[config.mk]
export PLATFORM = sky130hd
export DESIGN_NAME = frpc_top
export DESIGN_NICKNAME = d
export VERILOG_FILES = /design/src/include/frpc_pkg.sv /design/src/frpc_prescale.sv /design/src/frpc_edge_det.sv /design/src/frpc_top.sv
export SDC_FILE = /design/constraint.sdc
export NUM_CORES = 1
export LEC_CHECK = 0
export ABC_CLOCK_PERIOD_IN_PS = 4450
export BUFFER_PORTS_ARGS = -buffer_cell sky130_fd_sc_hd__buf_2
export CELL_PAD_IN_SITES_DETAIL_PLACEMENT = 1
export CELL_PAD_IN_SITES_GLOBAL_PLACEMENT = 1
export CORE_MARGIN = 2
export CORE_UTILIZATION = 49
export CTS_CLUSTER_DIAMETER = 50
export CTS_CLUSTER_SIZE = 24
export DETAILED_ROUTE_END_ITERATION = 8
export MAX_ROUTING_LAYER = met4
export PLACE_DENSITY = 0.95
export SYNTH_ARGS = -nofsm -noshare
export SYNTH_HDL_FRONTEND = slang
export SYNTH_SLANG_ARGS = --single-unit
[constraint.sdc]
create_clock -name pclk -period 4.45 [get_ports pclk]
set_clock_uncertainty 0.1 [all_clocks]
set_input_delay 0.2225 -clock pclk [delete_from_list [all_inputs] [get_ports pclk]]
set_output_delay 0.2225 -clock pclk [all_outputs]
set_load 0.02 [all_outputs]
[src/include/frpc_pkg.sv]
package frpc_pkg;

	// ----------------------------------------
	// Bus and register map
	// ----------------------------------------
	localparam int APB_AW = 18;
	localparam int NUM_CH = 3;
	localparam logic [15:0] IDX_COUNTER = 16'hFF60;
	localparam logic [15:0] IDX_CAP_A = 16'hFF61;
	localparam logic [15:0] IDX_CAP_B = 16'hFF62;
	localparam logic [15:0] IDX_CAP_C = 16'hFF63;
	localparam logic [15:0] IDX_MODE = 16'hFF65;
	localparam logic [15:0] IDX_CFG = 16'hFF66;
	localparam logic [15:0] IDX_STATUS = 16'hFF68;
	localparam logic [15:0] IDX_MASK = 16'hFF69;
	localparam logic [APB_AW-1:0] ADDR_COUNTER = {IDX_COUNTER, 2'b00};
	localparam logic [APB_AW-1:0] ADDR_CAP_A = {IDX_CAP_A, 2'b00};
	localparam logic [APB_AW-1:0] ADDR_CAP_B = {IDX_CAP_B, 2'b00};
	localparam logic [APB_AW-1:0] ADDR_CAP_C = {IDX_CAP_C, 2'b00};
	localparam logic [APB_AW-1:0] ADDR_MODE = {IDX_MODE, 2'b00};
	localparam logic [APB_AW-1:0] ADDR_CFG = {IDX_CFG, 2'b00};
	localparam logic [APB_AW-1:0] ADDR_STATUS = {IDX_STATUS, 2'b00};
	localparam logic [APB_AW-1:0] ADDR_MASK = {IDX_MASK, 2'b00};

	// ----------------------------------------
	// Field positions and reset values
	// ----------------------------------------
	localparam int CFG_DIV_LSB = 0;
	localparam int CFG_EDGE_A_LSB = 2;
	localparam int CFG_EDGE_B_LSB = 4;
	localparam int CFG_EDGE_C_LSB = 6;
	localparam int MODE_RUN_BIT = 2;
	localparam logic [7:0] CFG_RESET = 8'h00;
	localparam logic [7:0] MODE_RESET = 8'h00;
	localparam logic [2:0] MASK_RESET = 3'h0;
	localparam logic [15:0] COUNTER_RESET = 16'h0000;

	// ----------------------------------------
	// Edge codes and divide ratios
	// ----------------------------------------
	localparam logic [1:0] EDGE_FALL = 2'h0;
	localparam logic [1:0] EDGE_RISE = 2'h1;
	localparam logic [1:0] EDGE_BAD = 2'h2;
	localparam logic [1:0] EDGE_BOTH = 2'h3;
	localparam logic [7:0] DIV_RATIO_0 = 8'h04;
	localparam logic [7:0] DIV_RATIO_1 = 8'h08;
	localparam logic [7:0] DIV_RATIO_2 = 8'h20;
	localparam logic [7:0] DIV_RATIO_3 = 8'h80;

endpackage

[src/frpc_prescale.sv]
`timescale 1ns/1ns
module frpc_prescale import frpc_pkg::*; (
	// Clock and reset
	input wire logic pclk,
	input wire logic presetn,
	// Control
	input wire logic run,
	input wire logic [1:0] div_sel,
	// Count clock pulse
	output logic tick
);

	logic [7:0] div_cnt_reg;
	logic [7:0] div_cnt_next;
	logic [7:0] ratio;

	always_comb begin
		unique case (div_sel)
			2'h0: ratio = DIV_RATIO_0;
			2'h1: ratio = DIV_RATIO_1;
			2'h2: ratio = DIV_RATIO_2;
			2'h3: ratio = DIV_RATIO_3;
		endcase
		tick = run && (div_cnt_reg == ratio - 8'h01);
		// Held at zero while stopped, so start-up lag stays under one period
		if (!run || tick) begin
			div_cnt_next = 8'h00;
		end else begin
			div_cnt_next = div_cnt_reg + 8'h01;
		end
	end

	always_ff @(posedge pclk or negedge presetn) begin
		if (!presetn) begin
			div_cnt_reg <= 8'h00;
		end else begin
			div_cnt_reg <= div_cnt_next;
		end
	end

endmodule

[src/frpc_edge_det.sv]
`timescale 1ns/1ns
module frpc_edge_det (
	// Clock and reset
	input wire logic pclk,
	input wire logic presetn,
	// Sampling control
	input wire logic run,
	input wire logic tick,
	// Raw pin
	input wire logic pin,
	// Filtered edge pulses
	output logic rise,
	output logic fall
);

	logic sync1_reg;
	logic sync2_reg;
	logic samp_reg;
	logic samp_next;
	logic lvl_reg;
	logic lvl_next;
	logic agree;

	always_comb begin
		agree = run && tick && (samp_reg == sync2_reg) && (sync2_reg != lvl_reg);
		rise = agree && sync2_reg;
		fall = agree && !sync2_reg;
		samp_next = samp_reg;
		lvl_next = lvl_reg;
		// Stopped: forget the level, so a high pin shows a rise at restart
		if (!run) begin
			samp_next = 1'b0;
			lvl_next = 1'b0;
		end else if (tick) begin
			samp_next = sync2_reg;
			if (agree) begin
				lvl_next = sync2_reg;
			end
		end
	end

	always_ff @(posedge pclk or negedge presetn) begin
		if (!presetn) begin
			sync1_reg <= 1'b0;
			sync2_reg <= 1'b0;
			samp_reg <= 1'b0;
			lvl_reg <= 1'b0;
		end else begin
			sync1_reg <= pin;
			sync2_reg <= sync1_reg;
			samp_reg <= samp_next;
			lvl_reg <= lvl_next;
		end
	end

endmodule

[src/frpc_top.sv]
// Register access over APB was decided locally.
`timescale 1ns/1ns
// Function
// - Channel c edge field, bits 6-7: 00 fall, 01 rise, 11 both, 10 none.
// - Channel b edge field, bits 4-5: 00 fall, 01 rise, 11 both, 10 none.
// - Channel a edge field, bits 2-3: 00 fall, 01 rise, 11 both, 10 none.
// - Low two bits pick count clock: system clock over 4, 8, 32, 128.
// - Counter runs freely; captures never clear or reload it.
// - Valid edge on input a copies counter into capture a, raises request.
// - Valid edge on input b copies counter into capture b, raises request.
// - Valid edge on input c copies counter into capture c, raises request.
// - Inputs sampled at count clock; edge valid after two equal new samples.
// - Counting may start up to one count period after enable.
// - Capture and request still happen while software reads that capture register.
// - Enabling with input high and rise or both selected raises request.
// - Counter value is undefined while stopped.
// - Read-only counter increments each count clock, reset to zero.
// - Mode bit 2 enables counting, zero stops; reset value zero.
// - Capture registers read as one 16-bit access, undefined after reset.
module frpc_top import frpc_pkg::*; (
	// Clock and reset
	input wire logic pclk,
	input wire logic presetn,
	// APB slave
	input wire logic psel,
	input wire logic penable,
	input wire logic pwrite,
	input wire logic [APB_AW-1:0] paddr,
	input wire logic [31:0] pwdata,
	output logic [31:0] prdata,
	output logic pready,
	output logic pslverr,
	// Capture pins
	input wire logic capture_input_a,
	input wire logic capture_input_b,
	input wire logic capture_input_c,
	// Interrupt
	output logic irq
);

	// ----------------------------------------
	// State
	// ----------------------------------------
	logic [7:0] capture_prescaler_edge_config_reg;
	logic [7:0] capture_prescaler_edge_config_next;
	logic [7:0] counter_mode_control_reg;
	logic [7:0] counter_mode_control_next;
	logic [15:0] free_run_counter_reg;
	logic [15:0] free_run_counter_next;
	logic [15:0] cap_reg [NUM_CH];
	logic [15:0] cap_next [NUM_CH];
	logic [NUM_CH-1:0] status_reg;
	logic [NUM_CH-1:0] status_next;
	logic [NUM_CH-1:0] mask_reg;
	logic [NUM_CH-1:0] mask_next;
	logic [31:0] prdata_reg;
	logic [31:0] prdata_next;
	logic pready_reg;
	logic pready_next;
	logic pslverr_reg;
	logic pslverr_next;
	logic irq_reg;
	logic irq_next;

	logic counter_run_enable;
	logic tick;
	logic [NUM_CH-1:0] pins;
	logic [NUM_CH-1:0] rise;
	logic [NUM_CH-1:0] fall;
	logic [NUM_CH-1:0] qual;
	logic [1:0] edge_code [NUM_CH];
	logic setup;
	logic done;
	logic wr_done;
	logic rd_status_done;
	logic mapped;

	assign counter_run_enable = counter_mode_control_reg[MODE_RUN_BIT];
	assign pins = {capture_input_c, capture_input_b, capture_input_a};
	assign edge_code[0] = capture_prescaler_edge_config_reg[CFG_EDGE_A_LSB +: 2];
	assign edge_code[1] = capture_prescaler_edge_config_reg[CFG_EDGE_B_LSB +: 2];
	assign edge_code[2] = capture_prescaler_edge_config_reg[CFG_EDGE_C_LSB +: 2];

	// ----------------------------------------
	// Count clock
	// ----------------------------------------
	// Divider restarts at enable; first tick lags it by one cycle short of a count period
	frpc_prescale u_prescale (
		.pclk(pclk),
		.presetn(presetn),
		.run(counter_run_enable),
		.div_sel(capture_prescaler_edge_config_reg[CFG_DIV_LSB +: 2]),
		.tick(tick)
	);

	// ----------------------------------------
	// Input filters and edge qualification
	// ----------------------------------------
	generate
		for (genvar ch = 0; ch < NUM_CH; ch++) begin : g_ch
			frpc_edge_det u_edge (
				.pclk(pclk),
				.presetn(presetn),
				.run(counter_run_enable),
				.tick(tick),
				.pin(pins[ch]),
				.rise(rise[ch]),
				.fall(fall[ch])
			);
			// Prohibited code captures nothing
			always_comb begin
				unique case (edge_code[ch])
					EDGE_FALL: qual[ch] = fall[ch];
					EDGE_RISE: qual[ch] = rise[ch];
					EDGE_BAD: qual[ch] = 1'b0;
					EDGE_BOTH: qual[ch] = rise[ch] || fall[ch];
				endcase
			end
		end
	endgenerate

	// ----------------------------------------
	// APB decode
	// ----------------------------------------
	always_comb begin
		setup = psel && !penable;
		done = psel && penable && pready_reg;
		wr_done = done && pwrite && !pslverr_reg;
		rd_status_done = done && !pwrite && (paddr == ADDR_STATUS);
		unique case (paddr)
			ADDR_COUNTER, ADDR_CAP_A, ADDR_CAP_B, ADDR_CAP_C: mapped = 1'b1;
			ADDR_MODE, ADDR_CFG, ADDR_STATUS, ADDR_MASK: mapped = 1'b1;
			default: mapped = 1'b0;
		endcase
	end

	// ----------------------------------------
	// Counter, captures and interrupt status
	// ----------------------------------------
	always_comb begin
		capture_prescaler_edge_config_next = capture_prescaler_edge_config_reg;
		counter_mode_control_next = counter_mode_control_reg;
		mask_next = mask_reg;
		if (wr_done && paddr == ADDR_CFG) begin
			capture_prescaler_edge_config_next = pwdata[7:0];
		end
		if (wr_done && paddr == ADDR_MODE) begin
			counter_mode_control_next = '0;
			counter_mode_control_next[MODE_RUN_BIT] = pwdata[MODE_RUN_BIT];
		end
		if (wr_done && paddr == ADDR_MASK) begin
			mask_next = pwdata[NUM_CH-1:0];
		end
		// Stopped counter just holds; software must treat it as undefined
		free_run_counter_next = free_run_counter_reg;
		if (counter_run_enable && tick) begin
			free_run_counter_next = free_run_counter_reg + 16'h0001;
		end
		for (int i = 0; i < NUM_CH; i++) begin
			cap_next[i] = qual[i] ? free_run_counter_reg : cap_reg[i];
		end
		// Clear only the bits that read reported; new sets win
		status_next = status_reg;
		if (rd_status_done) begin
			status_next = status_reg & ~prdata_reg[NUM_CH-1:0];
		end
		status_next = status_next | qual;
		irq_next = |(status_next & mask_next);
	end

	// ----------------------------------------
	// Read data, registered in the setup phase
	// ----------------------------------------
	always_comb begin
		prdata_next = prdata_reg;
		pready_next = setup;
		pslverr_next = setup && !mapped;
		if (setup) begin
			prdata_next = 32'h0000_0000;
			if (!pwrite) begin
				unique case (paddr)
					ADDR_COUNTER: prdata_next[15:0] = free_run_counter_reg;
					ADDR_CAP_A: prdata_next[15:0] = cap_reg[0];
					ADDR_CAP_B: prdata_next[15:0] = cap_reg[1];
					ADDR_CAP_C: prdata_next[15:0] = cap_reg[2];
					ADDR_MODE: prdata_next[7:0] = counter_mode_control_reg;
					ADDR_CFG: prdata_next[7:0] = capture_prescaler_edge_config_reg;
					ADDR_STATUS: prdata_next[NUM_CH-1:0] = status_reg;
					ADDR_MASK: prdata_next[NUM_CH-1:0] = mask_reg;
					default: prdata_next = 32'h0000_0000;
				endcase
			end
		end
	end

	// ----------------------------------------
	// Registers
	// ----------------------------------------
	always_ff @(posedge pclk or negedge presetn) begin
		if (!presetn) begin
			capture_prescaler_edge_config_reg <= CFG_RESET;
			counter_mode_control_reg <= MODE_RESET;
			mask_reg <= MASK_RESET;
			free_run_counter_reg <= COUNTER_RESET;
			status_reg <= '0;
			prdata_reg <= 32'h0000_0000;
			pready_reg <= 1'b0;
			pslverr_reg <= 1'b0;
			irq_reg <= 1'b0;
		end else begin
			capture_prescaler_edge_config_reg <= capture_prescaler_edge_config_next;
			counter_mode_control_reg <= counter_mode_control_next;
			mask_reg <= mask_next;
			free_run_counter_reg <= free_run_counter_next;
			status_reg <= status_next;
			prdata_reg <= prdata_next;
			pready_reg <= pready_next;
			pslverr_reg <= pslverr_next;
			irq_reg <= irq_next;
		end
	end

	// Capture contents carry no reset
	always_ff @(posedge pclk) begin
		for (int i = 0; i < NUM_CH; i++) begin
			cap_reg[i] <= cap_next[i];
		end
	end

	assign prdata = prdata_reg;
	assign pready = pready_reg;
	assign pslverr = pslverr_reg;
	assign irq = irq_reg;

	logic [1:0] div_sel;
	assign div_sel = capture_prescaler_edge_config_reg[CFG_DIV_LSB +: 2];
endmodule

# [After elaboration in Yosys (flattened, before gate mapping)]
# Memory sizes are Yosys's and may differ from the RTL's.
# Cells that the tools add are included.
[classes] addsub=3 eq_ne=31 n_mux=30 bitwise=4 reduce_logical=46
[op_table] operator="$eq 18x18->1 const B" n=8
[op_table] operator="$mux 16" n=4
[op_table] operator="$pmux 8 s4" n=2
[op_table] operator="$logic_and 1x1->1" n=25
[op_table] operator="$pmux 5 s5" n=1
[op_table] operator="$pmux 3 s8" n=1
[op_table] operator="$add 16x1->16 const B" n=1
[op_table] operator="$eq 2x2->1 const B" n=8
[op_table] operator="$mux 1" n=16
[op_table] operator="$pmux 1 s4" n=3
[op_table] operator="$add 8x1->8 const B" n=1
[op_table] operator="$eq 2x1->1 const B" n=4
[op_table] operator="$eq 8x8->1" n=1
[op_table] operator="$logic_not 1->1" n=8
[op_table] operator="$logic_not 2->1" n=4
[op_table] operator="$mux 8" n=1
[op_table] operator="$ne 2x1->1 const B" n=4
[op_table] operator="$reduce_or 8->1" n=1
[op_table] operator="$sub 8x1->8 const B" n=1
[op_table] operator="$and 3x3->3" n=2
[op_table] operator="$mux 3" n=2
[op_table] operator="$reduce_and 2->1" n=3
[op_table] operator="$logic_or 1x1->1" n=4
[op_table] operator="$eq 1x1->1" n=3
[op_table] operator="4 further kinds" n=6
[totals] ff_bits=86 ramBits=48 inputBits=58 output_inout_bits=35 word_cells=137 mem_count=1
[mem_list] name="cap_reg" words=3 width=16 rd=3 rd_clocked_by_memory_dff=0 wr=3 line_no="frpc_top.sv:50" text="logic [15:0] cap_reg [NUM_CH];"

# [Longest topological paths before layout]
# Gate-level depths: netlist of the first run.
[logic_depth] word_depth=14 ltp_mapped=7 mapped_depth_nobuf=6

# [Cells and area by module]
# A second synthesis of the first run with hierarchy kept.
[unflattened] hier_cells=398 area_unflattened_um2=5326.4
[by_module_without_submodules] mod="frpc_top" n_inst=1 cells_each=307 area_each_um2=4337.9 seq_area_each_um2=2692.6
[by_module_without_submodules] mod="frpc_edge_det" n_inst=3 cells_each=14 area_each_um2=168.9 seq_area_each_um2=100.1
[by_module_without_submodules] mod="frpc_prescale" n_inst=1 cells_each=49 area_each_um2=481.7 seq_area_each_um2=200.2

# [Worst setup path after synthesis of the first run]
# No wires, ideal clock.
[synth_timing] path_kind="register to register" from="register, netlist name capture_prescaler_edge_config_reg[1]" to="memory cap_reg[0][0] (enable)" setup_ns=0.388 arrival_time_ns=2.064 required_time_ns=3.962 path_slack_ns=1.897 path_stages_with_launch=5 n_path_buf=0 synth_period_minus_slack_ns=2.553 path_cell_list="dfrtp_1 -> mux2_2 -> o31ai_1 -> nand3_1 -> nor2_1"
[synth_rtl] element="end, declared" line_no="frpc_top.sv:50"

==> metrics, run 1 <==
Post-CTS Resized 0; die width between 100 and 150 µm; initial antenna violation count 0; Fmax achieved roughly 0.31 GHz; CTS tree built; vias per cell between 6 and 7; global-route wire length before repair roughly 25,000 µm; Critical Path RT ~4500 ps; largest family of logic cells by synthesized area simple AND/OR/NAND/NOR gates; CTS Buf Count 17; Worst-Skew Late Latency 530 ps; critical path fanouts, max 16; gpl congestion ~0.87; postcts setup bufs 0; # IOs 93; warnings from Yosys 0; Detailed Place HPWL 8776 µm; Critical Path AT 3240 ps; Worst setup SP type register; share of layout cells above drive strength 1 around 26%; Mapped Cells about 390; register area share after synthesis approximately three fifths; Vias approximately 3,800; Iteration-0 DRC Markers between 400 and 500; IO Port Bufs 52; FP Rows 37; fraction of synthesized area in multiplexers between 10 and 15%; Post-route DRC 0; P&R area growth vs syn 20.18%; Max-Cap Viols 0; max-slew violation count 0; Setup crit end kind register; vias in the first global route about 4,200; WL/cell roughly 26 µm; final net count 521; H-tree levels 4; Compound-Gate Fraction of Synth Area under 10%; largest net degree at the start of global routing 46; most frequent cells in the layout 70 x dfrtp_1, 52 x buf_2, 48 x edfxtp_1, 24 x nand2_1, 21 x nor2_1; Post-Syn Area per Cell 13.41 µm²; R2R setup slack approximately 1300 ps; setup TNS 0 ps; Crit Path Class reg2reg; fin util a little over 60%; RSZ-0062 raised after global routing no; post-synthesis adder-cell area fraction 0.4771%; die height between 100 and 150 µm; clock sink count 118; Diodes inserted 0; Worst-path clk slew 60 ps; fin crit share between 70% and 80%; relative slew slack a little under a third; Netlist Area Pre-Place around 5200 µm²; Min-Delay Path Class in2reg; Distinct cells, synth 50; Clock Tree Root clkbuf_8; Hold Fails Final Rpt 0; pwr dens between 400 and 500 nW/µm²; Final setup viols 0; Post-Synth XOR/XNOR Area ~4%; Routed WL ~16,000 µm; max reg flops 48; initial core utilization between 50% and 60%; Remaining Overflow, GRT 0; Seq cells post-synth ~120; Die Footprint 11,550 µm²; Leakage 2.534 nW; CTS Buffer Depth 2; commonest non-fill, non-tap cell in the layout dfrtp_1; Final ANT Viol Nets 0; VDD IR-drop max 213.9 µV; minimum clock period 3187 ps; Simple-Gate Fraction of Synth Area ~12%; core area between 10,000 and 15,000 µm²; worst-margin pin slew between 1000 and 1500 ps; status complete, no violations; drt first pass iters 7; Total Routing Usage GR between 30% and 40%
-- where the power goes --
group / internal (mW) / switching (mW) / total (mW)
sequential: 1.13 / 0.00300 / 1.13
combinational: 0.0358 / 0.0630 / 0.0988
clock: 0.977 / 0.489 / 1.47
total: 2.14 / 0.555 / 2.70
-- routing by layer --
layer | wire length (µm) | global-route usage [%] | vias to the layer above
li1 | - | - | 1568
met1 | 6281 | 37.26 | 1987
met2 | 8171 | 49.37 | 193
met3 | 979 | 7.022 | 50
met4 | 498 | 13.37 | 0
met5 | 0 | - | -
-- what timing repair did --
action                                 CTS  global route
hold buffers                            12             0
setup endpoints to repair                0             0
endpoints found under the hold margin   59             0
-- cells in the mapped netlist, drive strengths merged --
cell type	count	area share (%)
clkbuf	11	0.79
a31o	4	0.67
o2bb2ai	1	0.17
dfrtp	70	33
edfxtp	48	27
nor3b	1	0.14
xor2	17	2.8
nor4	5	0.60
a2111oi	1	0.17
or4	2	0.36
a22oi	9	1.3
nor3	11	1.3
nand4b	2	0.33
nand4	9	1.1
a21oi	5	0.48
o41ai	3	0.64
o31ai	1	0.14
ha	2	0.48
conb	1	0.071
nor2b	9	1.1
and3	3	0.36
a31oi	2	0.24
a211oi	1	0.14
buf	21	3.0
xnor2	7	1.2
a21boi	3	0.43
mux2i	1	0.19
nor2	21	1.5
a222oi	1	0.19
nand3b	1	0.14
o21a	1	0.14
mux4	16	6.9
nand2	24	1.7
inv	16	1.1
or4b	1	0.19
a32o	9	1.7
nor4b	3	0.62
a221o	1	0.19
and4b	2	0.38
o21ai	12	1.1
nand3	13	1.2
mux2	15	3.2
nand2b	5	0.60
-- final cells by class --
class / instances / area, µm²
fill: 1019 / 4066
sequential: 118 / 3193
multi-input combinational: 240 / 1849
clock buffer: 22 / 442.9
timing repair buffer: 68 / 410.4
clock inverter: 10 / 177.7
tap: 136 / 170.2
inverter: 16 / 60.06
-- stage by stage --
step / area, µm² / hold WS (ps) / power, mW / cells / worst slack [ps]
2_1_floorplan: 5301 / -173.1 / 1.213 / 406 / 1897
3_3_place_gp: 5563 / 231.2 / 1.235 / 566 / 1548
3_5_place_dp: 5563 / 232.1 / 1.240 / 566 / 1413
4_1_cts: 6304 / 121.2 / 2.694 / 610 / 1363
5_1_grt: 6304 / 154.2 / 2.759 / 610 / 1121
6_report: 6304 / 140.6 / 2.699 / 610 / 1263
-- worst paths after layout --
kind / startpoint / to / cells after the start
setup / recovery: u_prescale.div_cnt_reg[0]$_DFF_PN0_ / cap_reg[0][46]$_DFFE_PP_ / 5
setup reg to reg: u_prescale.div_cnt_reg[0]$_DFF_PN0_ / cap_reg[0][46]$_DFFE_PP_ / 5
min in group asynchronous: presetn / mask_reg[2]$_DFF_PN0_ / 2
hold / removal: pwrite / status_reg[2]$_DFF_PN0_ / 5
max in group asynchronous: presetn / free_run_counter_reg[11]$_DFFE_PN0P_ / 3
hold reg to reg: g_ch[0].u_edge.sync1_reg$_DFF_PN0_ / g_ch[0].u_edge.sync2_reg$_DFF_PN0_ / 0
-- critical path, cell delays in order (launching register included) --
cell and delay (ps):
dfrtp_1 420, ha_1 300, nor4b_1 300, a32o_1 600, nand4_1 370, inv_1 700
-- cells by family (layout without fill, tap and decap cells) --
logic type / count (synthesis) / in the layout
AOI/OAI and AO/OA: 54 / 54
xor gates and xnor gates: 24 / 24
adders and majority gates: 2 / 2
buffers and inverters: 48 / 116
DFF: 118 / 118
muxes: 32 / 32
other: 1 / 16
and+or+nand+nor: 112 / 112
Note: power is estimated with default switching activity, not from simulation.
==> inputs of run 2 (changes only) <==
--- a/config.mk
+++ b/config.mk
@@ -5,17 +5,17 @@
 export SDC_FILE = /design/constraint.sdc
 export NUM_CORES = 1
 export LEC_CHECK = 0
-export ABC_CLOCK_PERIOD_IN_PS = 4450
+export ABC_CLOCK_PERIOD_IN_PS = 2700
 export BUFFER_PORTS_ARGS = -buffer_cell sky130_fd_sc_hd__buf_2
 export CELL_PAD_IN_SITES_DETAIL_PLACEMENT = 1
 export CELL_PAD_IN_SITES_GLOBAL_PLACEMENT = 1
 export CORE_MARGIN = 2
-export CORE_UTILIZATION = 49
+export CORE_UTILIZATION = 41
 export CTS_CLUSTER_DIAMETER = 50
 export CTS_CLUSTER_SIZE = 24
 export DETAILED_ROUTE_END_ITERATION = 8
 export MAX_ROUTING_LAYER = met4
-export PLACE_DENSITY = 0.95
+export PLACE_DENSITY = 0.86
 export SYNTH_ARGS = -nofsm -noshare
 export SYNTH_HDL_FRONTEND = slang
 export SYNTH_SLANG_ARGS = --single-unit
==> constraint.sdc (replaced) <==
create_clock -name pclk -period 2.7 [get_ports pclk]
set_clock_uncertainty 0.1 [all_clocks]
set_input_delay 0.135 -clock pclk [delete_from_list [all_inputs] [get_ports pclk]]
set_output_delay 0.135 -clock pclk [all_outputs]
set_load 0.02 [all_outputs]
==> run 2 against run 1 <==
Compared with the run above: sequential power rose by 65%; critical path depth is 1 higher; largest cell class unchanged; critical endpoint is now cap_reg[0][25]$_DFFE_PP_; clock power grew 52%; utilization shrank 9.6 points; highest routed layer unchanged; cell area rose by 2.0%.
==> metrics, run 2 (synthesis gave the netlist of run 1 again) <==
RSZ-0062 raised after global routing no; gpl congestion 0.8510 (-2.3%); Reg power frac 43.9% (+1.9 points); Critical Path RT 2700 ps (-1800 ps); Final ANT Viol Nets 0 (unchanged); Fmax achieved 0.3866 GHz (+23%); Critical-path top delay cell dfrtp_1; Net Switching 0.8752 mW (+58%); minimum clock period 2586 ps (-600.7 ps); Worst setup SP type register; initial core utilization 41.73% (-8.8 points); Final setup viols 0 (unchanged); final net count 534 (+2.5%); largest net degree at the start of global routing 41 (-11%); Routed WL 13,450 µm (-16%); Crit Path Class reg2reg; Post-route DRC 0 (unchanged); die height 117.1 µm (+9.0%); FP Rows 41 (+11%); Iteration-0 DRC Markers 223 (-48%); CTS Buf Count 17 (unchanged); Min-Delay Path Class in2reg; CTS tree built; Vias 3,620 (-4.7%); global-route wire length before repair 21,400 µm (-14%); Final Cell Area 6432 µm² (+2.0%); most frequent cells in the layout 70 x dfrtp_1, 52 x buf_2, 48 x edfxtp_1, 24 x nand2_1, 21 x nor2_1; Sw Share 20.54% (-0.033 points); initial antenna violation count 0 (unchanged); Hold Fails Final Rpt 0 (unchanged); Comb power frac 3.8% (about the same); Total Routing Usage GR 22.12% (-8.5 points); status complete, no violations; WL/cell 20.41 µm (-22%); Max-Cap Viols 0 (unchanged); # IOs 93 (unchanged); critical path fanouts, max 16 (unchanged); Clock Tree Root clkbuf_16; max reg flops 48 (unchanged); CP peak stage delay 480 ps (-220 ps); commonest non-fill, non-tap cell in the layout dfrtp_1; core area 12,570 µm² (+21%); P&R area growth vs syn 22.64%; Worst-path clk slew 50 ps (about the same); fin crit share 95.79% (+24 points); setup TNS 0 ps (unchanged); IO Port Bufs 52 (unchanged); Worst-Skew Late Latency 420 ps (-110 ps); clock share of power 52.3% (-2.0 points); cell mode on critical path buf_4; Die Footprint 13,710 µm² (+19%); Diodes inserted 0 (unchanged); drt first pass iters 4 (-3); cts hold-fix bufs 12 (unchanged); Cell Chain, Critical Path mux2_2 -> o31ai_1 -> buf_4 -> nand2_1 -> nor2_1 -> buf_4; Setup crit end kind register; vias per cell 5.493 (-12%); worst-margin pin slew 733.4 ps (-304.5 ps); max-slew violation count 0 (unchanged); relative slew slack 51.11% (+20 points); Critical Path AT 2580 ps (-660 ps); share of layout cells above drive strength 1 27.52% (+1.8 points); die width 117.1 µm (+9.0%); H-tree levels 4 (unchanged); Post-CTS Resized 0 (unchanged); Detailed Place HPWL 8471 µm (-3.5%); clock sink count 118 (unchanged); CTS Buffer Depth 2 (unchanged); total power 4.260 mW (+58%); Leakage 2.582 nW (+1.9%); Cell Int Power 3.385 mW (+58%); pwr dens 662.3 nW/µm² (+55%); VDD IR-drop max 386.8 µV (+81%); postcts setup bufs 0 (unchanged); placed cell areas 5731 µm² (+3.0%); Remaining Overflow, GRT 0 (unchanged); vias in the first global route 3,903 (-7.0%)
-- run 2: cell count changes in the layout (fill, tap and decap cells not counted), moves of 2 or more --
cell        before  now
bufinv_16        5    3
clkinv_1         1    3
buf_12           0    2
buf_4            4   15
clkinvlp_4       0    2
-- run 2: critical path, delay by kind of cell (launching register included) --
family,cells,cell delay [ps]
buffers and inverters,2,570
AOI/OAI and AO/OA,1,290
DFF,1,480
muxes,1,370
and+or+nand+nor,2,450
-- run 2: per-layer routing --
| metal | share of wire, % | vias to the layer above | GRT usage (%) |
|---|---|---|---|
| met5 | 0 | - | - |
| met4 | 1.9 | 0 | 9.412 |
| met3 | 5.4 | 22 | 4.737 |
| met2 | 50 | 136 | 35.18 |
| met1 | 42 | 1865 | 27.63 |
| li1 | - | 1597 | - |
-- run 2: worst paths after layout --
check | endpoint | slack [ps] | startpoint | cells past startpoint
max in group asynchronous | free_run_counter_reg[11]$_DFFE_PN0P_ | 1590 | presetn | 3
max | cap_reg[0][25]$_DFFE_PP_ | 110 | capture_prescaler_edge_config_reg[1]$_DFFE_PN0P_ | 6
min reg2reg | g_ch[2].u_edge.sync2_reg$_DFF_PN0_ | 250 | g_ch[2].u_edge.sync1_reg$_DFF_PN0_ | 0
max reg2reg | cap_reg[0][25]$_DFFE_PP_ | 110 | capture_prescaler_edge_config_reg[1]$_DFFE_PN0P_ | 6
min in group asynchronous | u_prescale.div_cnt_reg[4]$_DFF_PN0_ | 220 | presetn | 2
min | pready$_DFF_PN0_ | 70 | psel | 4
-- run 2: area by class of cell --
cell class	instances	area (µm²)
fillers	1294	6136
multi-input cells	240	1849
inverters	16	60.06
clock buffers	21	450.4
flip-flops and latches	118	3193
repair buffers	81	533.0
clock inverters	11	131.4
well taps	172	215.2
-- run 2: metrics by stage --
step	util, %	hold WS, ps	instances	setup slack (ps)
2_1_floorplan	-	-260.6	406	147.5
3_3_place_gp	45.59	122.1	615	186.9
3_5_place_dp	45.59	129.5	615	111.9
4_1_cts	51.18	55.81	659	197.2
5_1_grt	51.18	103.1	659	43.73
6_report	51.18	72.60	659	113.7
-- run 2: power groups by stage --
stage | combinational (mW) | clock, mW | sequential, mW
floorplan | 0.0969 | 0 | 1.90
global placement | 0.145 | 0 | 1.90
CTS | 0.163 | 2.27 | 1.87
finish | 0.162 | 2.23 | 1.87
detailed placement | 0.149 | 0 | 1.90
global route | 0.179 | 2.34 | 1.87
==> inputs of run 3 (changes only) <==
--- a/config.mk
+++ b/config.mk
@@ -5,12 +5,13 @@
 export SDC_FILE = /design/constraint.sdc
 export NUM_CORES = 1
 export LEC_CHECK = 0
+export ABC_AREA = 1
 export ABC_CLOCK_PERIOD_IN_PS = 2700
 export BUFFER_PORTS_ARGS = -buffer_cell sky130_fd_sc_hd__buf_2
 export CELL_PAD_IN_SITES_DETAIL_PLACEMENT = 1
 export CELL_PAD_IN_SITES_GLOBAL_PLACEMENT = 1
 export CORE_MARGIN = 2
-export CORE_UTILIZATION = 41
+export CORE_UTILIZATION = 39
 export CTS_CLUSTER_DIAMETER = 50
 export CTS_CLUSTER_SIZE = 24
 export DETAILED_ROUTE_END_ITERATION = 8
==> run 3 against run 2 <==
Compared with the run above: setup slack gained 460 ps; critical endpoint is now cap_reg[0][7]$_DFFE_PP_; clock-buffer cell count is 3 higher; critical path depth increased by 1; clock power increased by 10%; fmax is 22% higher; first-iteration DRC count rose by 120%.
==> metrics, run 3 <==
status complete, no violations; max-slew violation count 0 (unchanged); Setup crit end kind register; Setup WS pre-CTS 678.7 ps (+566.8 ps); core area 14,370 µm² (+14%); H-tree levels 4 (unchanged); cell taking the most area after synthesis dfrtp_1; drt first pass iters 4 (unchanged); WL/cell 19.66 µm (-3.7%); gpl congestion 0.8594 (+0.99%); commonest cells in the synthesized netlist 164 x nand2_1, 84 x nand3_1, 70 x dfrtp_1; clock sink count 118 (unchanged); Post-route DRC 0 (unchanged); Netlist Area Pre-Place 5662 µm² (+7.9%); IO Port Bufs 52 (unchanged); Post-CTS Resized 0 (unchanged); Vias 4,750 (+31%); multi-input logic area 2082 µm² (+13%); Total Routing Usage GR 24.27% (+2.2 points); # IOs 93 (unchanged); RSZ-0062 raised after global routing no; worst-margin pin slew 782.0 ps (+48.66 ps); largest net degree at the start of global routing 41 (unchanged); Critical Path AT 2120 ps (-460 ps); Diodes inserted 0 (unchanged); Main synth FF type dfrtp_1; share of layout cells above drive strength 1 16.53% (-11 points); Worst-Skew Late Latency 420 ps (about the same); Critical Path RT 2690 ps (about the same); initial core utilization 39.40% (-2.3 points); Max-Cap Viols 0 (unchanged); Detailed Place HPWL 11,450 µm (+35%); Yosys top cell area share 30.94% (-2.5 points); Final ANT Viol Nets 0 (unchanged); fin util 47.62% (-3.6 points); critical path fanouts, max 16 (unchanged); Leakage 3.094 nW (+20%); Worst-path clk slew 60 ps (about the same); vias per cell 5.325 (-3.1%); relative slew slack 47.86% (-3.2 points); vias in the first global route 5,294 (+36%); register area 3193 µm² (unchanged); Post-Layout Cell Count 892 (+35%); die height 124.5 µm (+6.3%); Hold Fails Final Rpt 0 (unchanged); Crit Path Class reg2reg; initial antenna violation count 0 (unchanged); postcts setup bufs 0 (unchanged); fin crit share 78.61% (-17 points); global-route wire length before repair 28,560 µm (+33%); asr flop ratio synth 59.32% (unchanged); FP Rows 44 (+7.3%); final worst slack 577.5 ps (+463.8 ps); commonest non-fill, non-tap cell in the layout nand2_1; CTS Buf Count 17 (unchanged); Post-Syn Area per Cell 9.161 µm² (-32%); CTS tree built; minimum clock period 2123 ps (-463.8 ps); P&R area growth vs syn 20.86%; Routed WL 17,540 µm (+30%); Worst setup SP type register; final net count 755 (+41%); Distinct cells, synth 35 (-30%); Mapped Cells 618 (+58%); VDD IR-drop max 441.2 µV (+14%); Clock Tree Root clkbuf_16; max reg flops 48 (unchanged); most frequent cells in the layout 164 x nand2_1, 84 x nand3_1, 70 x dfrtp_1, 57 x inv_1, 52 x buf_2; setup TNS 0 ps (unchanged); die width 124.5 µm (+6.3%); Seq cells post-synth 118 (unchanged); Final setup viols 0 (unchanged); register area share after synthesis 56.40% (-4.5 points); count leader, synth nand2_1; Remaining Overflow, GRT 0 (unchanged); Iteration-0 DRC Markers 493 (+120%); fillers 1,640 (+27%); pwr dens 667.6 nW/µm² (+0.79%); warnings from Yosys 0 (unchanged); total placed cells including tap cells 846 (+38%); synth top area cells dfrtp_1 31%, edfxtp_1 25%, nand2_1 11%; number of enable flip-flop cells after synthesis 48 (unchanged); Die Footprint 15,500 µm² (+13%); Min-Delay Path Class in2reg; CTS Buffer Depth 2 (unchanged); Fmax achieved 0.4711 GHz (+22%); cts hold-fix bufs 14 (+2)
[run 3: cell types whose count changed after synthesis, moves of 15 or more]
cell,previous run,this run
nand2_1,24,164
mux4_2,16,0
nor2_1,21,38
o21ai_1,1,16
nand3_1,13,84
mux2_2,15,0
inv_1,16,57
[run 3: cell families (layout without fill, tap and decap cells)]
group                      count (synthesis)  count (layout)  share of synthesized area (%)
AOI/OAI and AO/OA                         45              45                          4.420
xor gates and xnor gates                  18              18                          2.917
adders and majority gates                  2               2                         0.4419
buffers and inverters                     92             167                          7.823
DFF                                      118             118                          56.40
other                                      1              16                        0.06623
and+or+nand+nor                          342             342                          27.93
[run 3: final timing paths]
check                                                            startpoint                             endpoint  slack [ps]  cells after the start
setup / recovery           capture_prescaler_edge_config_reg[1]$_DFFE_PN0P_              cap_reg[0][7]$_DFFE_PP_         580                      7
hold / removal                                                       pwrite                prdata[6]$_DFFE_PN0P_          70                      4
setup reg to reg           capture_prescaler_edge_config_reg[1]$_DFFE_PN0P_              cap_reg[0][7]$_DFFE_PP_         580                      7
hold reg to reg                          g_ch[1].u_edge.sync1_reg$_DFF_PN0_   g_ch[1].u_edge.sync2_reg$_DFF_PN0_         250                      0
max in group asynchronous                                           presetn               prdata[14]$_DFFE_PN0P_        1580                      3
min in group asynchronous                                           presetn  u_prescale.div_cnt_reg[4]$_DFF_PN0_         240                      2
[run 3: stage by stage]
step	area [µm²]	hold slack (ps)	power, mW
3_3_place_gp	6067	137.4	2.097
2_1_floorplan	5718	-260.6	2.046
5_1_grt	6843	89.40	4.676
6_report	6843	68.65	4.568
4_1_cts	6843	63.93	4.564
3_5_place_dp	6067	145.0	2.117
[run 3: metal layers]
layer  GRT usage, %  vias up  share of wire (%)
met5              -        -                  0
met4          11.57        0                3.3
met3          4.210       51                5.3
met2          41.40      197                 52
met1          27.83     2334                 39
li1               -     2168                  -
[run 3: layout make-up]
class	count	area share [%]
clock buffers	24	7.186
well taps	184	3.364
flip-flops and latches	118	46.66
multi-input cells	423	30.43
inverters	61	3.346
clock inverters	8	2.103
repair buffers	74	6.912
[run 3: worst max-delay path: stages, from the launching register on]
cell and delay [ps]:
dfrtp_1 550, nand2_1 120, nand2_1 90, nand4_1 160, nor2_4 200, nand4_1 200, inv_1 100, buf_4 260
[run 3: power by group]
| part | switching [mW] | internal, mW |
|---|---|---|
| clock | 0.816 | 1.64 |
| sequential | 0.0212 | 1.89 |
| combinational | 0.138 | 0.0667 |
